--- src/inc/frm_pkg.sv ---
package frm_pkg;

  // ==========================================================================
  // Sizes and reset values
  // ==========================================================================
  localparam int NUM_PORTS = 7;
  localparam int SYNC_STAGES = 2;
  localparam logic LINK_MASK_RST = 1'h1;
  localparam logic MON_EN_RST = 1'h1;
  localparam logic RING_EN_RST = 1'h0;
  localparam logic ALARM_RST = 1'h1;
  localparam logic RELAY_CLOSED_RST = 1'h0;
  localparam logic [1:0] CONFLICT_HOLD_CYCLES = 2'h2;

  // ==========================================================================
  // Operating roles
  // ==========================================================================
  typedef enum logic [1:0] {
    FRM_MODE_NORMAL,
    FRM_MODE_STANDBY,
    FRM_MODE_RING_MANAGER,
    FRM_MODE_CONFLICT
  } frm_mode_t;

endpackage : frm_pkg

--- src/rtl/frm_monitor.sv ---
`timescale 1ns/1ps

module frm_monitor
  import frm_pkg::*;
#(
  parameter int NUM_PORTS = frm_pkg::NUM_PORTS
) (
  input wire logic ref_clk,
  input wire logic rstn,
  input wire logic supply1_fail,
  input wire logic supply2_fail,
  input wire logic int_rail_fail,
  input wire logic [NUM_PORTS-1:0] link_down,
  input wire logic ring_lost,
  input wire logic ring_ok,
  input wire logic selftest_err,
  input wire logic cable_broken,
  input wire logic cable_short,
  input wire logic partner_standby,
  input wire logic partner_normal,
  input wire logic standby_sel,
  input wire logic ring_manager_role,
  input wire logic cfg_we,
  input wire logic [NUM_PORTS-1:0] cfg_link_mask,
  input wire logic cfg_supply_en,
  input wire logic cfg_rail_en,
  input wire logic cfg_ring_en,
  input wire logic cfg_selftest_en,
  input wire logic cfg_cable_en,
  output logic relay_closed,
  output logic alarm,
  output logic [NUM_PORTS-1:0] link_mask,
  output logic ring_en,
  output frm_pkg::frm_mode_t mode,
  output logic reset_req
);
  import frm_pkg::*;

  // ==========================================================================
  // Input synchronisation
  // ==========================================================================
  localparam int NIN = NUM_PORTS + 12;
  logic [NIN-1:0] raw_in;
  logic [NIN-1:0] syn;

  // Every condition and both mode switches come from pins, so all of them are resynchronised.
  assign raw_in = {
    link_down,
    supply1_fail,
    supply2_fail,
    int_rail_fail,
    ring_lost,
    ring_ok,
    selftest_err,
    cable_broken,
    cable_short,
    partner_standby,
    partner_normal,
    standby_sel,
    ring_manager_role
  };

  frm_sync #(.WIDTH(NIN)) u_sync (
    .ref_clk(ref_clk),
    .rstn(rstn),
    .async_in(raw_in),
    .sync_out(syn)
  );

  logic [NUM_PORTS-1:0] s_link_down;
  logic s_sup1;
  logic s_sup2;
  logic s_rail;
  logic s_ring_lost;
  logic s_ring_ok;
  logic s_st;
  logic s_brk;
  logic s_sht;
  logic s_pstby;
  logic s_pnorm;
  logic s_stby;
  logic s_rm;

  assign s_link_down = syn[NIN-1 -: NUM_PORTS];
  assign s_sup1 = syn[11];
  assign s_sup2 = syn[10];
  assign s_rail = syn[9];
  assign s_ring_lost = syn[8];
  assign s_ring_ok = syn[7];
  assign s_st = syn[6];
  assign s_brk = syn[5];
  assign s_sht = syn[4];
  assign s_pstby = syn[3];
  assign s_pnorm = syn[2];
  assign s_stby = syn[1];
  assign s_rm = syn[0];

  // ==========================================================================
  // Configuration
  // ==========================================================================
  logic supply_en_q;
  logic rail_en_q;
  logic selftest_en_q;
  logic cable_en_q;

  // Link masks and the ring enable are ports, so management can read back what it wrote.
  always_ff @(posedge ref_clk) begin
    if (!rstn) begin
      link_mask <= {NUM_PORTS{LINK_MASK_RST}};
      ring_en <= RING_EN_RST;
    end else if (cfg_we) begin
      link_mask <= cfg_link_mask;
      ring_en <= cfg_ring_en;
    end
  end

  always_ff @(posedge ref_clk) begin
    if (!rstn) begin
      supply_en_q <= MON_EN_RST;
      rail_en_q <= MON_EN_RST;
      selftest_en_q <= MON_EN_RST;
      cable_en_q <= MON_EN_RST;
    end else if (cfg_we) begin
      supply_en_q <= cfg_supply_en;
      rail_en_q <= cfg_rail_en;
      selftest_en_q <= cfg_selftest_en;
      cable_en_q <= cfg_cable_en;
    end
  end

  // ==========================================================================
  // Operating mode and conflict reset
  // ==========================================================================
  frm_mode_t mode_d;
  logic [1:0] conflict_cnt_q;

  always_comb begin
    case ({s_stby, s_rm})
      2'h2: mode_d = FRM_MODE_STANDBY;
      2'h1: mode_d = FRM_MODE_RING_MANAGER;
      2'h3: mode_d = FRM_MODE_CONFLICT;
      default: mode_d = FRM_MODE_NORMAL;
    endcase
  end

  always_ff @(posedge ref_clk) begin
    if (!rstn) begin
      mode <= FRM_MODE_NORMAL;
    end else begin
      mode <= mode_d;
    end
  end

  // A conflict must persist a few cycles before reset is asked for, filtering switch bounce.
  always_ff @(posedge ref_clk) begin
    if (!rstn) begin
      conflict_cnt_q <= 2'h0;
      reset_req <= 1'h0;
    end else begin
      if (mode_d != FRM_MODE_CONFLICT) begin
        conflict_cnt_q <= 2'h0;
      end else if (conflict_cnt_q != CONFLICT_HOLD_CYCLES) begin
        conflict_cnt_q <= conflict_cnt_q + 2'h1;
      end
      reset_req <= (mode_d == FRM_MODE_CONFLICT) && (conflict_cnt_q == CONFLICT_HOLD_CYCLES);
    end
  end

  // ==========================================================================
  // Fault collection
  // ==========================================================================
  logic f_supply;
  logic f_rail;
  logic f_link;
  logic f_ring;
  logic f_st;
  logic f_cable;
  logic fault_any;

  always_comb begin
    f_supply = supply_en_q && (s_sup1 || s_sup2);
    f_rail = rail_en_q && s_rail;
    f_link = |(s_link_down & ~link_mask);
    f_ring = ring_en && (s_ring_lost || ((mode_d == FRM_MODE_RING_MANAGER) && s_ring_ok));
    f_st = selftest_en_q && s_st;
    case (mode_d)
      FRM_MODE_STANDBY: f_cable = cable_en_q && (s_brk || s_sht || s_pstby);
      FRM_MODE_NORMAL: f_cable = cable_en_q && (s_sht || s_pnorm);
      default: f_cable = 1'h0;
    endcase
    fault_any = f_supply || f_rail || f_link || f_ring || f_st || f_cable;
  end

  // ==========================================================================
  // Alarm outputs
  // ==========================================================================
  // Both outputs reset to the fault state, so a device held in reset reads as failed.
  always_ff @(posedge ref_clk) begin
    if (!rstn) begin
      alarm <= ALARM_RST;
    end else begin
      alarm <= fault_any;
    end
  end

  always_ff @(posedge ref_clk) begin
    if (!rstn) begin
      relay_closed <= RELAY_CLOSED_RST;
    end else begin
      relay_closed <= !fault_any;
    end
  end
endmodule : frm_monitor

--- src/rtl/frm_sync.sv ---
`timescale 1ns/1ps

// ==========================================================================
// Two-stage synchroniser, one per bit.
// ==========================================================================
module frm_sync #(
  parameter int WIDTH = 1
) (
  input wire logic ref_clk,
  input wire logic rstn,
  input wire logic [WIDTH-1:0] async_in,
  output logic [WIDTH-1:0] sync_out
);
  logic [WIDTH-1:0] meta_q;

  always_ff @(posedge ref_clk) begin
    if (!rstn) begin
      meta_q <= '0;
      sync_out <= '0;
    end else begin
      meta_q <= async_in;
      sync_out <= meta_q;
    end
  end
endmodule : frm_sync

--- config.mk ---
export PLATFORM = sky130hd
export DESIGN_NAME = frm_monitor
export DESIGN_NICKNAME = d
export VERILOG_FILES = /design/src/inc/frm_pkg.sv /design/src/rtl/frm_monitor.sv /design/src/rtl/frm_sync.sv
export SDC_FILE = /design/constraint.sdc
export NUM_CORES = 1
export LEC_CHECK = 0
export ABC_AREA = 1
export BUFFER_PORTS_ARGS = -buffer_cell sky130_fd_sc_hd__buf_2
export CORE_MARGIN = 10
export CORE_UTILIZATION = 49
export DETAILED_ROUTE_END_ITERATION = 12
export GPL_TIMING_DRIVEN = 0
export HOLD_SLACK_MARGIN = 0.1
export PLACE_DENSITY_LB_ADDON = 0.12
export SETUP_SLACK_MARGIN = 0.02
export SYNTH_ARGS = -nofsm -noshare
export SYNTH_HDL_FRONTEND = slang
export SYNTH_SLANG_ARGS = --single-unit
--- constraint.sdc ---
create_clock -name ref_clk -period 2.1 [get_ports ref_clk]
set_clock_uncertainty 0.15 [all_clocks]
set_input_delay 0.63 -clock ref_clk [delete_from_list [all_inputs] [get_ports ref_clk]]
set_output_delay 0.63 -clock ref_clk [all_outputs]
set_load 0.005 [all_outputs]
### Word-level counts from Yosys, hierarchy flattened

Cells that the tools add are included.
Widths: inputs -> output; s select.

| cells by class | value |
|---|---|
| $add $sub $neg | 1 |
| multipliers | 0 |
| divide/modulo/power cells | 0 |
| magnitude comparators | 0 |
| eq/ne operators | 9 |
| shift operators | 0 |
| mux-type cells | 2 |
| bitwise logic cells | 3 |
| reductions and logical operators | 22 |

Operators with widths:

| operator | count |
|---|---|
| $eq 2x2->1 const B | 5 |
| $logic_or 1x1->1 | 10 |
| $logic_and 1x1->1 | 8 |
| $and 7x7->7 | 1 |
| $not 7->7 | 1 |
| $reduce_or 7->1 | 1 |
| $pmux 2 s3 | 1 |
| $eq 2x1->1 const B | 2 |
| $ne 2x2->1 const B | 2 |
| $add 2x1->2 const B | 1 |
| $logic_not 2->1 | 1 |
| $pmux 1 s2 | 1 |
| $reduce_or 2->1 | 1 |
| $logic_not 1->1 | 1 |
| $not 1->1 | 1 |

| word-level totals | value |
|---|---|
| flip-flop bits (word level) | 57 |
| latch bits | 0 |
| bits in writable memories | 0 |
| memory bits (read-only) | 0 |
| bits of input ports | 34 |
| output and inout bits | 13 |
| word-level logic and storage cells | 50 |
| memories kept | 0 |

### Logic depth before layout (Yosys ltp)

| logic depth | value |
|---|---|
| word-level depth | 10 |
| gate-level depth with buffers | 7 |
| mapped depth without buffers | 7 |

### Hierarchy

A second synthesis with hierarchy kept.

| second synthesis, totals | value |
|---|---|
| cell total of the unflattened synthesis | 235 |
| area total of the unflattened synthesis | 1,889.3 um2 |

By module, submodules not included:

| module | times used | cells an instance | area an instance (um2) | seq. area each (um2) |
|---|---|---|---|---|
| frm_sync | 1 | 118 | 1,081.0 | 760.7 |
| frm_monitor | 1 | 117 | 808.3 | 380.4 |

### Worst setup path after synthesis

No wires, ideal clock.

| path | value |
|---|---|
| path type | input-to-reg |
| start point | input rstn |
| end point | register alarm |
| setup time | 0.114 ns |
| arrival | 1.070 ns |
| required time | 1.836 ns |
| setup slack | 0.765 ns |
| stages | 6 |
| path buffers | 1 |
| cell sequence | buf_4 -> nand2_1 -> nor2_1 -> nand2_1 -> nor2_1 -> nand2_1 |

RTL lines:

| what | line | source |
|---|---|---|
| start: declaration | frm_monitor.sv:9 | `input wire logic rstn,` |
| end signal: assignment | frm_monitor.sv:202 | `alarm <= fault_any;` |
| end: declaration | frm_monitor.sv:31 | `output logic alarm,` |

### Worst setup path after layout

| path | value |
|---|---|
| start point | register ring_en |
| end point | output ring_en |

RTL lines:

| what | line | source |
|---|---|---|
| start: declaration | frm_monitor.sv:33 | `output logic ring_en,` |
| start signal: assignment | frm_monitor.sv:113 | `ring_en <= cfg_ring_en;` |

No word-level cell between the ends.

==> out/metrics.csv <==
metric,value,unit
cts_sinks,57,
routed-wl-met2,1.407,mm
r2r_slack,970,ps
yosys_warnings,0,
nets,338,
leakagePower,1.491,nW
critPathTopFamily,flip-flops,
synthArstFlopShare,0,%
numCtsBuffers,9,
status,completed,
critPathBufInv,1,
grt.total_usage,11.39,%
routed.top_layer,met4,
holdPathStages,2,
overflow,0,
critPathMaxFanout,3,
io_pins,47,
drtIter0Drc,43,
vdd_ir_drop_max,0.5867,mV
start_util,51.52,%
intPower,0.001809,W
post_drt_wl_per_cell,9.524,um
wirelength,3.381,mm
dpl.hpwl,2.512,mm
tightest_slew,386.9,ps
drc,0,
ys_types,15,
synth.area.top_cells,"dfxtp_1, nand2_1, inv_1, nor2_1, a21oi_1",
min_to,u_sync.sync_out[4]$_SDFF_PN0_,
synth_area_per_cell,7.750,sq um
fin_tns_setup,0,ps
yosys-top-cells-count,"nand2_1, inv_1, dfxtp_1",
area_growth,25.10,%
dp_slack,616.9,ps
end_kind,output port,
synthesis.nets,282,
cp_cell_sequence,buf_2,
cts_hold_buf,0,
root_buffer,clkbuf_8,
drv_cap,0,
cts_tree,yes,
slew_headroom,74.21,%
crit_type,flip-flop to output port,
antenna-diode-count,0,
clockBufferDepth,2,
worstHoldStart,u_sync.meta_q[4]$_SDFF_PN0_,
ys_ff_latch,57,
synthFlopType,dfxtp_1,
die_width,82.51,um
synth_edf_count,0,
dieArea,0.006807,sq mm
yosysMostFrequentCell,nand2_1,
fin_ws,537.2,ps
holdCritPathClass,flip-flop to flip-flop,
finalPower,0.002286,W
clock_power_share,42.8,%
ys_seq_area_share,59.61,%
vias_per_cell,4.068,
p_seq_share,50.5,%
ant_nets,0,
ctsResizeCount,0,
design.core.area,0.003716,sq mm
rows,22,
io_buffers,45,
antenna_found_initial,0,
grt_pass1_vias,1398,
fin_cells,355,
cp.required,1320,ps
fmax,639.9,MHz
wl_met3,333,um
rsz0062_at_grt,false,
place_congestion,0.8226,
htree_levels,3,
synthCells,247,
finalSetupViolations,0,
hold_violations,0,
slew_viol_final,0,
synth_top_cell_by_area,dfxtp_1,
r2r_cells,7,
clk_pin_slew_worst_paths,60,ps
yosysTopAreaCellShare,59.61,%
switchingPower,0.0004775,W
die_h,82.51,um
drt-met1-wl,1.553,mm
drive_above_1_share,22.15,%
num_vias,1444,
clk_latency,320,ps
p_sw_share,20.89,%
reg2reg_to,alarm$_SDFF_PN1_,
combPwrFrac,6.6,%
finalCriticalPeriod,1563,ps
nFillCells,347,
cellPowerDensity,954.6,mW/mm^2
cts_setup_buffers,0,
grt_max_degree,11,
grt_pass1_wl,5.678,mm
start_kind,flip-flop,
drt-pass1-iter-count,4,
critPathSlowestCell,dfxtp_1,
max_stage_delay,340,ps
r2r-start,u_sync.sync_out[1]$_SDFF_PN0_,
fin_crit_sh,74.42,%
arrival,780,ps
placedCellCount,340,
syn_area,0.001914,sq mm
## stage by stage
step | util (%) | hold slack [ps] | cell area [sq um]
2_1_floorplan | - | 240.5 | 1914
3_3_place_gp | 59.19 | 242.6 | 2200
3_5_place_dp | 59.19 | 247.3 | 2200
4_1_cts | 64.44 | 261.4 | 2395
5_1_grt | 64.44 | 281.1 | 2395
6_report | 64.44 | 256.6 | 2395
## flip-flops by register name, indices dropped and copies added (netlist names), 2 cells and up
register	cells
u_sync.meta_q	19
mode	2
conflict_cnt_q	2
link_mask	7
u_sync.sync_out	19
## power by group through the flow
| stage | Sequential (W) | Combinational (W) | Clock (W) |
|---|---|---|---|
| after CTS | 0.00116 | 0.000155 | 0.00101 |
| final | 0.00116 | 0.000152 | 0.000979 |
| after floorplan | 0.00118 | 0.0000864 | 0 |
| after global placement | 0.00118 | 0.000151 | 0 |
| after global routing | 0.00116 | 0.000178 | 0.00107 |
| after detailed placement | 0.00118 | 0.000153 | 0 |
## logic make-up after synthesis
family          synth area share (%)
buf+inv                        13.66
compound gates                 6.601
flops                          59.61
fa+ha+maj                     0.6535
simple gates                   19.48
## routing by layer
metal | vias up | global-route usage (%)
met5 | - | 0
met1 | 572 | 11.57
met3 | 7 | 6.371
li1 | 821 | -
met2 | 44 | 17.50
met4 | 0 | 8.027
## final cells by class
cell class	instances	area, sq um	area share [%]
sequential	57	1141	47.65
multi-input combinational	123	511.7	21.37
timing repair buffer	45	225.2	9.404
inverter	60	225.2	9.404
clock buffer	12	155.1	6.479
tap	48	60.06	2.508
clock inverter	3	40.04	1.672
buffer	7	36.28	1.515
## cell usage in the layout (no fill, tap or decap)
cell	n
nor2_1	18
a21oi_2	1
bufinv_16	1
clkinv_2	2
ha_1	1
o21a_1	1
inv_2	2
nand2_1	76
o21ai_1	1
buf_4	1
a21oi_1	11
o21ai_0	10
dfxtp_1	57
clkbuf_1	2
inv_1	58
nand3_1	4
buf_2	50
clkbuf_8	11
## worst register-to-register path: stages, from the launching register on
cell and delay (ps):
dfxtp_1 390, inv_2 80, nand2_1 60, nand2_1 40
nor2_1 90, nor2_1 50, nor2_1 100, nand2_1 60
## worst max-delay path by stage
| stage | startpoint | cells past startpoint | end | slack [ps] |
|---|---|---|---|---|
| floorplan | rstn | 6 | alarm$_SDFF_PN1_ | 770 |
| global placement | cfg_we | 3 | link_mask[6]$_SDFFE_PN1P_ | 600 |
| detailed placement | cfg_we | 3 | link_mask[6]$_SDFFE_PN1P_ | 620 |
| CTS | ring_en$_SDFFE_PN0P_ | 1 | ring_en | 500 |
| global route | ring_en$_SDFFE_PN0P_ | 1 | ring_en | 470 |
| finish | ring_en$_SDFFE_PN0P_ | 1 | ring_en | 540 |
Note: power is estimated with default switching activity, not from simulation.
